--- src/common/sram_host_consts.svh ---
// Timing constants and notes for the asynchronous SRAM host controller.
// Notes on behaviour
// - First select active low, second active high, lanes active low; inactive means standby.
// - Host must not drive data against memory output during a write cycle.
// - Write recovery counts from the first strobe, lane or select going inactive.
// - Host holds a valid address at least 60 ns before write end.
// - Host holds both selects active at least 60 ns before write end.
// - Host presents write data at least 30 ns before write end, held to the end.
// - After data retention, host waits one read cycle time before accesses.
`ifndef SRAM_HOST_CONSTS_SVH
`define SRAM_HOST_CONSTS_SVH
`define CLK_PERIOD_NS 10
`define READ_CYCLE_NS 70
`define WRITE_CYCLE_NS 70
`define ACCESS_NS 70
`define WRITE_SETUP_NS 60
`define DATA_SETUP_NS 30
`define RELEASE_NS 30
`define CYC_UP(t) (((t) + `CLK_PERIOD_NS - 1) / `CLK_PERIOD_NS)
`define READ_CYCLES `CYC_UP(`READ_CYCLE_NS)
`define WRITE_CYCLES `CYC_UP(`WRITE_CYCLE_NS)
`define ACCESS_CYCLES `CYC_UP(`ACCESS_NS)
`define WRITE_SETUP_CYCLES `CYC_UP(`WRITE_SETUP_NS)
`define DATA_SETUP_CYCLES `CYC_UP(`DATA_SETUP_NS)
`define RELEASE_CYCLES `CYC_UP(`RELEASE_NS)
`define RECOVER_CYCLES `CYC_UP(`READ_CYCLE_NS)
`endif

--- src/common/sram_host_pkg.sv ---
// Types shared by the asynchronous SRAM host controller.
`default_nettype none
package sram_host_pkg;
	typedef enum logic [6:0] {
		ST_IDLE = 7'h01,
		ST_READ = 7'h02,
		ST_WSET = 7'h04,
		ST_WPUL = 7'h08,
		ST_GAP = 7'h10,
		ST_RETAIN = 7'h20,
		ST_RECOVER = 7'h40
	} host_state_e;
	typedef logic [7:0] count_t;
endpackage
`default_nettype wire

--- src/core/sram_host.sv ---
// Host controller driving the strobes and data pins of an asynchronous SRAM.
`timescale 1ns/1ps
`include "sram_host_consts.svh"
`default_nettype none
module sram_host
#(
	parameter int ADDR_WIDTH = 18,
	parameter int DATA_WIDTH = 16
)
(
	input wire logic sys_clk,
	input wire logic reset,
	input wire logic req_valid,
	input wire logic req_write,
	input wire logic [ADDR_WIDTH-1:0] req_addr,
	input wire logic [DATA_WIDTH-1:0] req_wdata,
	input wire logic [1:0] req_lanes,
	input wire logic retain_req,
	output logic req_ready,
	output logic rsp_valid,
	output logic [DATA_WIDTH-1:0] rsp_rdata,
	output logic retained,
	output logic [ADDR_WIDTH-1:0] sram_addr,
	output logic sram_select_low,
	output logic sram_select_high,
	output logic write_strobe_n,
	output logic output_strobe_n,
	output logic lower_lane_enable_n,
	output logic upper_lane_enable_n,
	input wire logic [DATA_WIDTH-1:0] data_in,
	output logic [DATA_WIDTH-1:0] data_out,
	output logic data_oe
);
	localparam int HALF = DATA_WIDTH / 2;
	localparam sram_host_pkg::count_t READ_LOAD = 8'(`READ_CYCLES - 1);
	localparam sram_host_pkg::count_t WSET_LOAD =
		8'(`WRITE_CYCLES - `WRITE_SETUP_CYCLES - 1);
	localparam sram_host_pkg::count_t WPUL_LOAD = 8'(`WRITE_SETUP_CYCLES - 1);
	localparam sram_host_pkg::count_t GAP_LOAD = 8'(`RELEASE_CYCLES - 1);
	localparam sram_host_pkg::count_t REC_LOAD = 8'(`RECOVER_CYCLES - 1);

	sram_host_pkg::host_state_e state;
	sram_host_pkg::host_state_e next_state;
	logic [DATA_WIDTH-1:0] din_meta;
	logic [DATA_WIDTH-1:0] din_sync;
	logic [1:0] sample_pipe;
	wire timer_done;
	wire timer_load;
	sram_host_pkg::count_t timer_value;
	wire take_req;
	wire [1:0] lanes_n;

	// Lanes are active low; no lane at all is forced to both lanes.
	assign lanes_n = (req_lanes == 2'b00) ? 2'b00 : ~req_lanes;
	assign take_req = (state == sram_host_pkg::ST_IDLE) && req_valid
		&& req_ready && !retain_req;
	assign timer_load = (state != next_state);

	always_comb
	begin
		next_state = state;
		timer_value = 8'h00;
		unique case (state)
			sram_host_pkg::ST_IDLE:
			begin
				if (retain_req)
					next_state = sram_host_pkg::ST_RETAIN;
				else if (take_req && req_write)
				begin
					next_state = sram_host_pkg::ST_WSET;
					timer_value = WSET_LOAD;
				end
				else if (take_req)
				begin
					next_state = sram_host_pkg::ST_READ;
					timer_value = READ_LOAD;
				end
			end
			sram_host_pkg::ST_READ:
			begin
				if (timer_done)
				begin
					next_state = sram_host_pkg::ST_GAP;
					timer_value = GAP_LOAD;
				end
			end
			sram_host_pkg::ST_WSET:
			begin
				if (timer_done)
				begin
					next_state = sram_host_pkg::ST_WPUL;
					timer_value = WPUL_LOAD;
				end
			end
			sram_host_pkg::ST_WPUL:
			begin
				if (timer_done)
				begin
					next_state = sram_host_pkg::ST_GAP;
					timer_value = GAP_LOAD;
				end
			end
			sram_host_pkg::ST_GAP:
			begin
				if (timer_done)
					next_state = sram_host_pkg::ST_IDLE;
			end
			sram_host_pkg::ST_RETAIN:
			begin
				if (!retain_req)
				begin
					next_state = sram_host_pkg::ST_RECOVER;
					timer_value = REC_LOAD;
				end
			end
			sram_host_pkg::ST_RECOVER:
			begin
				if (timer_done)
					next_state = sram_host_pkg::ST_IDLE;
			end
		endcase
	end

	cycle_timer timer
	(
		.sys_clk(sys_clk),
		.reset(reset),
		.load(timer_load),
		.load_value(timer_value),
		.done(timer_done)
	);

	// The data pins pass two flip-flops before the read word is taken.
	always_ff @(posedge sys_clk)
	begin
		din_meta <= data_in;
		din_sync <= din_meta;
	end

	always_ff @(posedge sys_clk)
	begin
		if (reset)
			state <= sram_host_pkg::ST_IDLE;
		else
			state <= next_state;
	end

	// Sampling waits for the access time plus the synchroniser delay.
	always_ff @(posedge sys_clk)
	begin
		if (reset)
			sample_pipe <= 2'b00;
		else
			sample_pipe <= {sample_pipe[0], (state == sram_host_pkg::ST_READ)
				&& timer_done};
	end

	always_ff @(posedge sys_clk)
	begin
		if (reset)
		begin
			rsp_valid <= 1'b0;
			rsp_rdata <= '0;
		end
		else
		begin
			rsp_valid <= sample_pipe[1];
			if (sample_pipe[1])
			begin
				rsp_rdata[HALF-1:0] <= lower_lane_enable_n ? '0
					: din_sync[HALF-1:0];
				rsp_rdata[DATA_WIDTH-1:HALF] <= upper_lane_enable_n ? '0
					: din_sync[DATA_WIDTH-1:HALF];
			end
		end
	end

	// Pins: the selects stay active through the read and the whole write,
	// and the write strobe opens only after the selects (no output drive).
	always_ff @(posedge sys_clk)
	begin
		if (reset)
		begin
			sram_addr <= '0;
			sram_select_low <= 1'b1;
			sram_select_high <= 1'b0;
			write_strobe_n <= 1'b1;
			output_strobe_n <= 1'b1;
			lower_lane_enable_n <= 1'b1;
			upper_lane_enable_n <= 1'b1;
			data_out <= '0;
			data_oe <= 1'b0;
			req_ready <= 1'b0;
			retained <= 1'b0;
		end
		else
		begin
			req_ready <= (next_state == sram_host_pkg::ST_IDLE) && !retain_req;
			retained <= (next_state == sram_host_pkg::ST_RETAIN);
			if (take_req)
			begin
				sram_addr <= req_addr;
				data_out <= req_wdata;
				lower_lane_enable_n <= lanes_n[0];
				upper_lane_enable_n <= lanes_n[1];
			end
			unique case (next_state)
				sram_host_pkg::ST_READ:
				begin
					sram_select_low <= 1'b0;
					sram_select_high <= 1'b1;
					output_strobe_n <= 1'b0;
					write_strobe_n <= 1'b1;
					data_oe <= 1'b0;
				end
				sram_host_pkg::ST_WSET:
				begin
					sram_select_low <= 1'b0;
					sram_select_high <= 1'b1;
					output_strobe_n <= 1'b1;
					write_strobe_n <= 1'b1;
					data_oe <= 1'b1;
				end
				sram_host_pkg::ST_WPUL:
				begin
					write_strobe_n <= 1'b0;
					data_oe <= 1'b1;
				end
				default:
				begin
					// Deselect ends the access; lanes stay set through the gap.
					sram_select_low <= 1'b1;
					sram_select_high <= 1'b0;
					write_strobe_n <= 1'b1;
					output_strobe_n <= 1'b1;
					data_oe <= 1'b0;
					if (next_state != sram_host_pkg::ST_GAP)
					begin
						lower_lane_enable_n <= 1'b1;
						upper_lane_enable_n <= 1'b1;
					end
				end
			endcase
		end
	end
endmodule
`default_nettype wire

--- src/core/cycle_timer.sv ---
// Down counter that marks the end of a timed phase.
`timescale 1ns/1ps
`default_nettype none
module cycle_timer
(
	input wire logic sys_clk,
	input wire logic reset,
	input wire logic load,
	input wire sram_host_pkg::count_t load_value,
	output logic done
);
	sram_host_pkg::count_t count;
	wire sram_host_pkg::count_t next_count;

	assign next_count = load ? load_value :
		(count != 8'h00) ? count - 8'h01 : 8'h00;
	// Done ignores the load, so the caller's next-state logic, which
	// drives the load, never loops back through this flag.
	assign done = (count == 8'h00);

	always_ff @(posedge sys_clk)
	begin
		if (reset)
			count <= 8'h00;
		else
			count <= next_count;
	end
endmodule
`default_nettype wire

--- config.mk ---
export PLATFORM = sky130hd
export DESIGN_NAME = sram_host
export DESIGN_NICKNAME = d
export VERILOG_FILES = /design/src/common/sram_host_pkg.sv /design/src/core/sram_host.sv /design/src/core/cycle_timer.sv
export VERILOG_INCLUDE_DIRS = /design/src /design/src/common
export SDC_FILE = /design/constraint.sdc
export NUM_CORES = 1
export LEC_CHECK = 0
export BUFFER_PORTS_ARGS = -buffer_cell sky130_fd_sc_hd__buf_2
export CORE_ASPECT_RATIO = 2
export CORE_MARGIN = 1.5
export CORE_UTILIZATION = 51
export CTS_BUF_LIST = sky130_fd_sc_hd__clkbuf_16
export CTS_CLUSTER_DIAMETER = 80
export CTS_CLUSTER_SIZE = 20
export DETAILED_ROUTE_END_ITERATION = 16
export MAX_ROUTING_LAYER = met4
export PLACE_DENSITY = 0.79
export SLEW_MARGIN = 0
export SYNTH_ARGS = -nofsm -noshare
export SYNTH_HDL_FRONTEND = slang
export SYNTH_SLANG_ARGS = --single-unit
--- constraint.sdc ---
create_clock -name sys_clk -period 3.05 [get_ports sys_clk]
set_clock_uncertainty 0.15 [all_clocks]
set_input_delay 0 -clock sys_clk [delete_from_list [all_inputs] [get_ports sys_clk]]
set_output_delay 0 -clock sys_clk [all_outputs]
set_load 0.02 [all_outputs]
# Word level (Yosys, flattened, before mapping)
# Index checks and enable logic that the tools add are counted.
# W data, S select, Z words.
# op_classes
n_reduce_logical,15
mux,31
addsub,1
n_bitwise,1
n_eq_ne,14
# op_table
op,count
$mux W7,7
$pmux W7 S5,1
$mux W8,4
$mux W3,5
$eq A7 B1 Y1 const B,2
$eq A7 B2 Y1 const B,2
$eq A7 B3 Y1 const B,2
$eq A7 B4 Y1 const B,2
$eq A7 B6 Y1 const B,2
$pmux W3 S4,1
$logic_not A8 Y1,1
$mux W1,8
$reduce_bool A8 Y1,1
$reduce_or A2 Y1,4
$sub A8 B1 Y8 const B,1
$eq A7 B5 Y1 const B,1
$eq A7 B7 Y1 const B,1
$ne A7 B5 Y1 const B,1
$ne A7 B7 Y1,1
$logic_and A1 B1 Y1,6
$pmux W1 S2,3
$mux W2,2
$reduce_or A3 Y1,1
$logic_not A2 Y1,1
other kinds (2),2
# word_totals
output_inout_bits,60
inputBits,57
ff_bits,109

# Longest topological paths before layout
# Gate-level depths: netlist of run 1.
# depth
word_depth,11
depth_mapped,11
ltp_nobuf,9

# Modules after synthesis
# Synthesis of run 1 repeated with hierarchy kept, for this count alone.
# hier_totals
cells_unflattened,455
area_unflattened_um2,4102.7
# by_module_without_submodules
module,area_per_inst_um2,n_inst,cells_each,seq_area_each_um2
sram_host,3637.2,1,405,2021.9
cycle_timer,465.4,1,50,160.2

# Worst setup path after synthesis of run 1
# Ideal clock, no wire load.
# synth_path
path_kind,reg2reg
start,reg timer.count[0]
end,reg write_strobe_n
slack_ns,0.400
path_stages_with_launch,11
n_path_buf,2
arrival_ns,2.373
cell_sequence,dfxtp_1 -> inv_1 -> ha_1 -> or4b_1 -> buf_2 -> or2_1 -> clkbuf_1 -> o211a_2 -> a211oi_4 -> nand3_1 -> or3_1
# synth_via
elab_chain_len,5
elab_cells_between_ends,7
classes_between,eq/ne: 1; mux: 5; reduce/logical: 1
# synth_rtl
item,line,rtl
"start, declared",cycle_timer.sv:12,sram_host_pkg::count_t count;
"start signal, assigned",cycle_timer.sv:26,count <= next_count;
$logic_not A8 Y1 (*),cycle_timer.sv:19,assign done = (count == 8'h00);
$mux W7 (on tied branches),n/a,
$pmux W7 S5 (*),sram_host.sv:63,unique case (state)
$eq A7 B4 Y1 (*),sram_host.sv:207,unique case (next_state)
$mux W1 (*),sram_host.sv:207,
"end signal, assigned",sram_host.sv:213,write_strobe_n <= 1'b1;
"end signal, assigned",sram_host.sv:221,write_strobe_n <= 1'b1;
"end signal, assigned",sram_host.sv:226,write_strobe_n <= 1'b0;
"end, declared",sram_host.sv:26,"output logic write_strobe_n,"
# Every way passes the cells marked *; elsewhere a longest branch is shown, timed or not.
# A chain may end at the register's enable or synchronous reset.

# Final worst setup path of run 1
# layout_path
start,reg timer.count[0]
end,reg upper_lane_enable_n
# layout_via
elab_chain_len,6
elab_cells_between_ends,12
classes_between,eq/ne: 4; mux: 6; reduce/logical: 2
# layout_rtl
item,line,rtl
$logic_not A8 Y1 (*),cycle_timer.sv:19,
$mux W7 (on tied branches),n/a,
$pmux W7 S5 (*),sram_host.sv:63,
"$eq A7 B4 Y1, or another cell as far along",sram_host.sv:207,
$reduce_or A3 Y1 (no source line) or $mux W1 (tied branches),n/a,
$mux W1 (*),sram_host.sv:207,
"end signal, assigned",sram_host.sv:205,upper_lane_enable_n <= lanes_n[1];
"end, declared",sram_host.sv:29,"output logic upper_lane_enable_n,"
# Marked as above.

==> results.toml, run 1 <==
[run_status]
status = "finished, final reports clean"

[route]
avgRoutedWirePerCell_um = 16.54
dr.pass1.iters = 5
initialDrtViolationCount = 162
vias = 3899
route.detailed.drc = 0
wirelength_um = 11780
antenna_left = 0
via_per_inst = 5.476

[synth]
syn-cell-area_um2 = 4100
synthMuxAreaShare_pct = 0.2746
yosysSeqAreaShare_pct = 53.22
async_flop_share_pct = 0
synth_xor_area_share_pct = 1.709
ys_seq_elements = 109
synthesis.nets = 506
synth_top_family_by_area = "simple AND/OR/NAND/NOR gates"
synth_cell_types = 62
synth_warnings = 0
synth-edff-count = 0
yosys_most_used_dff = "dfxtp_1"
syn-mean-instance-area_um2 = 9.152
synthAdderAreaFrac_pct = 0.3052
synth_compound_area_share_pct = 17.33
synth-simple-area-share_pct = 23.04
postSynthCellCount = 448

[critical_path]
worstRegToRegCells = 10
cp-start-kind = "register"
crit-reg2reg-capture = "upper_lane_enable_n"
worstSetupPathType = "reg2reg"
worstPathArrival_ns = 2.96
path_max_fanout = 8
worstSetupEndpointType = "register"
rrSetupSlack_ns = 0.17
required_ns = 3.14
reg2reg_from = "timer.count[0]"

[pwr]
p_leak_nw = 2.373
p_clk_share_pct = 33.0
p_sw_share_pct = 31.24
pwr-share-comb_pct = 23.4
internal_power_w = 0.002446
pwr-share-seq_pct = 43.6
ir_drop_v = 0.0005301
netSwitchingPower_w = 0.001111
power_density_nw_per_um2 = 636.3

[global_route]
grt_pass1_wl_um = 17960
grt_start_max_net_pins = 61
grt.total_usage_pct = 28.52
grt-ovfl-total = 0
grt_pass1_vias = 3968
antenna_found_initial = 0

[finish]
num-fill-cells = 577
stdcell_area_um2 = 5589
final_cell_mix = "buf_2 (116), dfxtp_1 (109), nand2_1 (78), a21oi_1 (58), dlygate4sd3_1 (52)"
nNetsFinal = 668
final_common_cell = "buf_2"
drive_above_1_share_pct = 27.48
area_growth_syn_to_layout_pct = 36.31

[place]
io_buffers = 116
gp_congestion = 1.002
placed_area_um2 = 4755
place_hpwl_um = 7573

[cts]
root_buffer = "clkbuf_16"
cts_setup_buffers = 0
hold_buffers = 52
h-tree-depth = 3
cts.clk_slew.worst_paths_ns = 0.07
cts_resized = 0
numCtsBuffers = 9
insertion_delay_ns = 0.35
cts_tree = "yes"
clockBufferDepth = 2
cts_sinks = 109

[timing]
period_needed_ns = 2.875
tightest_slew_ns = 0.6424
setup_viol = 0
drv_slew = 0
slew_headroom_pct = 56.85
fmax_ghz = 0.3478
hold_viol = 0
fin_crit_sh_pct = 94.27
rsz0062_at_grt = "false"
tns_ns = 0

[hold_path]
hold_end = "timer.count[1]"
min_path_cells = 5
min-delay-start = "req_write"
min_path_type = "in2reg"

[die]
num_io_pins = 117
chipHeight_um = 129.8
rows = 46
core_um2 = 7885
start_util_pct = 52.00
die_area_um2 = 8619
die_w_um = 66.40

[flow_run]
max-cap-violations = 0
state kept, by name, indices dropped and copies added, names as in the netlist, 2 cells and up:
register	count
din_meta	16
sram_addr	18
timer.count	8
rsp_rdata	16
data_out	16
state	7
din_sync	16
sample_pipe	2
cells by family (layout without fill, tap and decap cells):
group | Yosys count | count (layout)
compound gates | 104 | 104
xor+xnor | 8 | 8
fa+ha+maj | 1 | 1
buf+inv | 37 | 204
flops | 109 | 109
mux | 1 | 1
other cells | 0 | 1
simple gates | 188 | 188
critical path, stage by stage, from the launching register on:
cell and delay [ns]:
dfxtp_1 0.33, inv_1 0.08, ha_1 0.19, or4b_1 0.61, nor2_2 0.25, buf_4 0.19
a211oi_2 0.06, a211oi_4 0.37, nand3_1 0.17, o32ai_1 0.30, nor2_1 0.06
metrics by stage:
step / power, W / std cells / utilization, % / hold WS (ns) / worst slack (ns)
2_1_floorplan: 0.002173 / 448 / - / -0.1223 / 0.4004
3_3_place_gp: 0.002328 / 643 / 60.30 / -0.04784 / 0.2729
3_5_place_dp: 0.002339 / 643 / 60.30 / -0.04594 / 0.1813
4_1_cts: 0.003555 / 711 / 70.85 / 0.01143 / 0.1726
5_1_grt: 0.003719 / 711 / 70.85 / 0.09211 / 0.0005496
6_report: 0.003557 / 712 / 70.88 / 0.02161 / 0.1749
per-layer routing:
layer,track usage (%),up-vias,share of wire [%]
met2,50.59,170,54
met5,-,-,0
met4,23.65,0,8.6
met1,25.26,1796,33
met3,4.741,71,4.3
li1,-,1862,-
worst max-delay path by stage:
| stage | from | depth (start not counted) | to | slack [ns] |
|---|---|---|---|---|
| after detailed placement | timer.count[0] | 9 | req_ready | 0.18 |
| after floorplan | timer.count[0] | 10 | write_strobe_n | 0.40 |
| after global routing | timer.count[0] | 10 | upper_lane_enable_n | 0.0005 |
| final | timer.count[0] | 10 | upper_lane_enable_n | 0.17 |
| after CTS | timer.count[0] | 9 | req_ready | 0.17 |
| after global placement | timer.count[0] | 8 | write_strobe_n | 0.27 |
power by group through the flow:
stage | sequential (W) | clock (W) | combinational [W]
detailed placement | 0.00158 | 0 | 0.000755
global route | 0.00156 | 0.00125 | 0.000915
finish | 0.00155 | 0.00117 | 0.000832
floorplan | 0.00157 | 0 | 0.000602
global placement | 0.00158 | 0 | 0.000748
CTS | 0.00155 | 0.00119 | 0.000817
synth_stat cells, types with 2 or more instances:
cell type | count | share of area (%)
a211oi_4 | 3 | 1.5
nor3b_1 | 3 | 0.55
or3_1 | 2 | 0.31
o211ai_1 | 3 | 0.55
o32ai_1 | 2 | 0.43
nand2b_1 | 4 | 0.61
buf_6 | 2 | 0.55
xnor2_1 | 7 | 1.5
nor3_1 | 8 | 0.98
nand3b_1 | 3 | 0.55
buf_2 | 6 | 0.73
or3_4 | 2 | 0.55
nand3_1 | 8 | 0.98
a41oi_1 | 2 | 0.43
clkbuf_1 | 19 | 1.7
and2_1 | 3 | 0.46
o21ai_1 | 3 | 0.37
nor2b_1 | 18 | 2.7
dfxtp_1 | 109 | 53
inv_1 | 8 | 0.73
nor2_1 | 37 | 3.4
a211oi_2 | 3 | 0.92
buf_4 | 2 | 0.37
nor4_1 | 5 | 0.76
nand4b_1 | 3 | 0.64
nor4_2 | 3 | 0.92
or3b_2 | 2 | 0.43
nand2_1 | 78 | 7.1
a21o_1 | 3 | 0.55
o211a_2 | 2 | 0.49
o31ai_2 | 2 | 0.61
a21oi_1 | 58 | 7.1
o21ai_0 | 5 | 0.61
o31ai_1 | 2 | 0.37
layout make-up:
type | instances | area, um2 | area share, %
sequential | 109 | 2182 | 39.04
tap | 96 | 120.1 | 2.149
multi-input combinational | 302 | 1752 | 31.34
inverter | 8 | 30.03 | 0.5373
timing repair buffer | 180 | 1191 | 21.31
clock inverter | 7 | 86.33 | 1.545
antenna | 1 | 2.502 | 0.04477
clock buffer | 9 | 225.2 | 4.030
(Power assumes the default switching activity.)
==> inputs of run 2 (changes only) <==
--- a/config.mk
+++ b/config.mk
@@ -16,6 +16,7 @@
 export DETAILED_ROUTE_END_ITERATION = 16
 export MAX_ROUTING_LAYER = met4
 export PLACE_DENSITY = 0.79
+export RECOVER_POWER = 50
 export SLEW_MARGIN = 0
 export SYNTH_ARGS = -nofsm -noshare
 export SYNTH_HDL_FRONTEND = slang
==> results.toml, run 2 (synthesis results as in run 1) <==
[timing]
drv_slew = 0
setup_viol = 0
tns_ns = 0
fin_crit_sh_pct = 94.74
slew_headroom_pct = 57.06
period_needed_ns = 2.889
fmax_ghz = 0.3461
rsz0062_at_grt = "false"
tightest_slew_ns = 0.6441
hold_viol = 0

[die]
rows = 46
start_util_pct = 52.00
die_area_um2 = 8619
chipHeight_um = 129.8
num_io_pins = 117
die_w_um = 66.40
core_um2 = 7885

[global_route]
grt-ovfl-total = 0
grt.total_usage_pct = 28.52
antenna_found_initial = 0
grt_pass1_wl_um = 17960
grt_start_max_net_pins = 61
grt_pass1_vias = 3968

[critical_path]
cp_slowest_cell = "or4b_1"
path_max_fanout = 8
worstPathArrival_ns = 2.98
worstSetupEndpointType = "register"
slowest_delay_ns = 0.61
cp-start-kind = "register"
crit_chain = "inv_1 -> ha_1 -> or4b_1 -> nor2_2 -> buf_4 -> a211oi_2 -> a211oi_4 -> nand3_1 -> o32ai_1 -> nor2_1"
worstSetupPathType = "reg2reg"
required_ns = 3.14

[pwr]
power_density_nw_per_um2 = 643.4
p_leak_nw = 2.159
ir_drop_v = 0.0005304

[run_status]
status = "finished, final reports clean"

[finish]
nNetsFinal = 668
ff_latch_area_um2 = 2182
drive_above_1_share_pct = 19.19
multiInputGateArea_um2 = 1752
area_growth_syn_to_layout_pct = 34.76
num-fill-cells = 613
largest_reg_flops = 18
stdcell_count = 712
final_cell_mix = "dfxtp_1 (109), nand2_1 (78), buf_2 (65), a21oi_1 (58), dlygate4sd3_1 (52)"
fin_util_pct = 70.07
final_common_cell = "dfxtp_1"
largest-register = "sram_addr"

[place]
dp_cells = 643
gp_congestion = 1.002
place_hpwl_um = 7573
io_buffers = 116

[flow_run]
max-cap-violations = 0

[route]
initialDrtViolationCount = 179
antenna_left = 0
wirelength_um = 11800
dr.pass1.iters = 7
vias = 3929
route.detailed.drc = 0
avgRoutedWirePerCell_um = 16.57
via_per_inst = 5.518

[hold_path]
min_path_type = "in2reg"

[cts]
h-tree-depth = 3
cts.clk_slew.worst_paths_ns = 0.07
root_buffer = "clkbuf_16"
clockBufferDepth = 2
numCtsBuffers = 9
cts_tree = "yes"
cts_sinks = 109
insertion_delay_ns = 0.35
[run 2: changes by cell type in the layout (fill, tap and decap cells not counted)]
| cell | delta |
|---|---|
| buf_2 | -51 |
| clkbuf_1 | +51 |
[run 2: where the power goes]
part	switching [W]	internal, W	total, W
clock	0.000581	0.000590	0.00117
sequential	0.0000534	0.00150	0.00155
combinational	0.000476	0.000357	0.000833
total	0.00111	0.00244	0.00355
[run 2: through the flow]
step | hold slack, ns | cell area, um2 | total power, W | setup WS (ns)
6_report | 0.03032 | 5525 | 0.003555 | 0.1605
5_1_grt | 0.09211 | 5523 | 0.003718 | 0.0005496
3_5_place_dp | -0.04594 | 4755 | 0.002339 | 0.1813
4_1_cts | 0.01143 | 5587 | 0.003555 | 0.1726
3_3_place_gp | -0.04784 | 4755 | 0.002328 | 0.2729
2_1_floorplan | -0.1223 | 4100 | 0.002173 | 0.4004
[run 2: timing repair]
action,in CTS,in global routing
gates resized for setup,0,0
buffers inserted,0,0
hold endpoints to repair,52,0
hold buffers,52,0
[run 2: worst paths after layout]
check	cells after the start	endpoint	from	slack (ns)
max	10	upper_lane_enable_n	timer.count[0]	0.16
min	5	timer.count[1]	req_write	0.03
max reg2reg	10	upper_lane_enable_n	timer.count[0]	0.16
min reg2reg	0	din_sync[5]	din_meta[5]	0.18
[run 2: area by class of cell]
class | count | area share, %
flip-flops and latches | 109 | 39.49
multi-input cells | 302 | 31.70
repair buffers | 180 | 20.40
clock buffers | 9 | 4.076
well taps | 96 | 2.174
clock inverters | 7 | 1.562
inverters | 8 | 0.5435
diodes | 1 | 0.04529
[run 2: per-layer routing]
metal | share of wire, % | track usage [%] | up-vias
met5 | 0 | - | -
met4 | 8.2 | 23.65 | 0
met3 | 4.4 | 4.741 | 69
met2 | 55 | 50.59 | 180
met1 | 33 | 25.26 | 1821
li1 | - | - | 1859
[run 2: worst max-delay path: cells and delay by family (launching register included)]
kind	cells	cell delay (ns)
fa+ha+maj	1	0.19
buf+inv	2	0.27
compound gates	3	0.74
simple gates	4	1.09
flops	1	0.33
==> inputs of run 3 (changes only) <==
--- a/config.mk
+++ b/config.mk
@@ -6,6 +6,7 @@
 export SDC_FILE = /design/constraint.sdc
 export NUM_CORES = 1
 export LEC_CHECK = 0
+export ABC_AREA = 1
 export BUFFER_PORTS_ARGS = -buffer_cell sky130_fd_sc_hd__buf_2
 export CORE_ASPECT_RATIO = 2
 export CORE_MARGIN = 1.5
@@ -14,6 +15,7 @@
 export CTS_CLUSTER_DIAMETER = 80
 export CTS_CLUSTER_SIZE = 20
 export DETAILED_ROUTE_END_ITERATION = 16
+export GPL_TIMING_DRIVEN = 0
 export MAX_ROUTING_LAYER = met4
 export PLACE_DENSITY = 0.79
 export RECOVER_POWER = 50
==> results.toml, run 3 <==
[finish]
final_common_cell = "nand2_1"
stdcell_count = 795
nNetsFinal = 752
fin_util_pct = 71.34
largest_reg_flops = 18
area_growth_syn_to_layout_pct = 36.61
antenna_cells = 0
final_cell_mix = "nand2_1 (164), dfxtp_1 (109), clkbuf_1 (64), buf_2 (64), a21oi_1 (59)"
stdcell_area_um2 = 5584
largest-register = "sram_addr"
drive_above_1_share_pct = 17.74

[die]
chipHeight_um = 129.6
die_area_um2 = 8594
start_util_pct = 52.22
rows = 46
die_w_um = 66.31
core_um2 = 7828
num_io_pins = 117

[hold_path]
min_path_type = "in2reg"

[pwr]
power_density_nw_per_um2 = 568.3
p_leak_nw = 2.380
ir_drop_v = 0.0005359

[synth]
syn-mean-instance-area_um2 = 7.968
yosys_most_used_dff = "dfxtp_1"
postSynthCellCount = 513
synth_cell_types = 34
synth_area_leaders = "dfxtp_1 (53%), nand2_1 (15%), a21oi_1 (7.2%), nor2_1 (3.7%), nand3_1 (3.1%)"
syn-cell-area_um2 = 4088
synthesis.nets = 571
synth_top_area_share_pct = 53.38
synth_warnings = 0
ys_seq_elements = 109
yosysMostFrequentCell = "nand2_1"
yosysSeqAreaShare_pct = 53.38
async_flop_share_pct = 0
yosysTopAreaCell = "dfxtp_1"
synth-edff-count = 0
ys_top_cells_by_count = "nand2_1 (164), dfxtp_1 (109), a21oi_1 (59)"

[global_route]
busiest_layer = "met2"
grt_use_met1_pct = 30.18
grt-ovfl-total = 0
grt_pass1_vias = 3799
gr-usage-met3_pct = 6.424
grt_start_max_net_pins = 23
antenna_found_initial = 0
grt.total_usage_pct = 26.91
met2_usage_pct = 46.24
grt_pass1_wl_um = 17330

[timing]
hold_viol = 0
period_needed_ns = 2.392
drv_slew = 0
fin_crit_sh_pct = 78.44
slew_headroom_pct = 62.69
rsz0062_at_grt = "false"
setup_viol = 0
fmax_ghz = 0.4180
tightest_slew_ns = 0.5576
hold_slack_ns = 0.01592
tns_ns = 0

[route]
vias = 3954
via_per_inst = 4.974
wirelength_um = 10870
route.detailed.drc = 0
initialDrtViolationCount = 202
dr.pass1.iters = 4
avgRoutedWirePerCell_um = 13.68
antenna_left = 0

[place]
placed_area_um2 = 4783
dp_cells = 724
io_buffers = 115
gp_congestion = 0.9604
place_hpwl_um = 7023

[critical_path]
required_ns = 3.14
cp-start-kind = "register"
critPathCapture = "upper_lane_enable_n"
path_max_fanout = 10
worstPathArrival_ns = 2.49
worstSetupPathType = "reg2reg"
rrSetupSlack_ns = 0.66
worstSetupEndpointType = "register"
startpoint = "state[5]"
reg2reg_from = "state[5]"
crit-reg2reg-capture = "upper_lane_enable_n"
worstRegToRegCells = 9

[cts]
h-tree-depth = 3
numCtsBuffers = 9
cts_resized = 0
root_buffer = "clkbuf_16"
insertion_delay_ns = 0.35
cts_sinks = 109
cts_tree = "yes"
cts.clk_slew.worst_paths_ns = 0.08
clockBufferDepth = 2

[run_status]
status = "finished, final reports clean"

[flow_run]
max-cap-violations = 0
[run 3: cell families (layout without fill, tap and decap cells)]
| group | after synthesis | in the layout | synth area share [%] |
|---|---|---|---|
| adder cells (fa/ha/maj) | 1 | 1 | 0.3060 |
| flip-flops | 109 | 109 | 53.38 |
| AND/OR/NAND/NOR | 273 | 273 | 31.01 |
| XOR/XNOR | 5 | 5 | 1.071 |
| AO/OA/AOI/OAI | 70 | 70 | 8.938 |
| buffers and inverters | 55 | 241 | 5.295 |
[run 3: layout make-up]
| type | instances | area, um2 |
|---|---|---|
| tap | 96 | 120.1 |
| sequential | 109 | 2182 |
| buffer | 16 | 67.56 |
| clock buffer | 9 | 225.2 |
| clock inverter | 7 | 88.84 |
| fill | 627 | 2243 |
| inverter | 39 | 148.9 |
| timing repair buffer | 170 | 1062 |
| multi-input combinational | 349 | 1689 |
[run 3: worst min path at each step]
stage | cells after the start | startpoint | to | slack (ns)
after detailed placement | 1 | data_in[5] | din_meta[5] | -0.05
after floorplan | 0 | data_in[0] | din_meta[0] | -0.12
after global placement | 1 | data_in[1] | din_meta[1] | -0.05
after global routing | 3 | reset | upper_lane_enable_n | 0.08
after CTS | 6 | req_write | state[1] | 0.008
final | 6 | req_write | state[1] | 0.02
[run 3: per-stage QoR]
stage | power (W) | setup slack [ns]
CTS | 0.003187 | 0.7256
global route | 0.003303 | 0.5502
floorplan | 0.001859 | 1.087
finish | 0.003174 | 0.6577
detailed placement | 0.001971 | 0.7808
global placement | 0.001964 | 0.7785
[run 3: repair_timing]
action	4_1_cts	5_1_grt
hold buffers	55	0
setup buffers	0	0
hold endpoints to repair	53	0
[run 3: power by group]
part | internal, W | leakage [nW] | switching [W]
Clock | 0.000590 | 0.152 | 0.000584
Combinational | 0.000211 | 1.34 | 0.000299
Sequential | 0.00147 | 0.892 | 0.0000237
Total | 0.00227 | 2.38 | 0.000906
[run 3: per-layer routing]
metal / up-vias / share of wire (%)
met2: 152 / 50
met4: 0 / 2.3
met5: - / 0
li1: 1989 / -
met3: 22 / 6.4
met1: 1791 / 41
[run 3: critical path, cell delays in order (launching register included)]
cell and delay (ns):
dfxtp_1 0.39, inv_1 0.12, nand2_2 0.15, inv_4 0.07, nand3_4 0.12, clkbuf_1 0.35
nor3_1 0.10, dlygate4sd3_1 0.58, a211oi_1 0.17, nand2_1 0.08
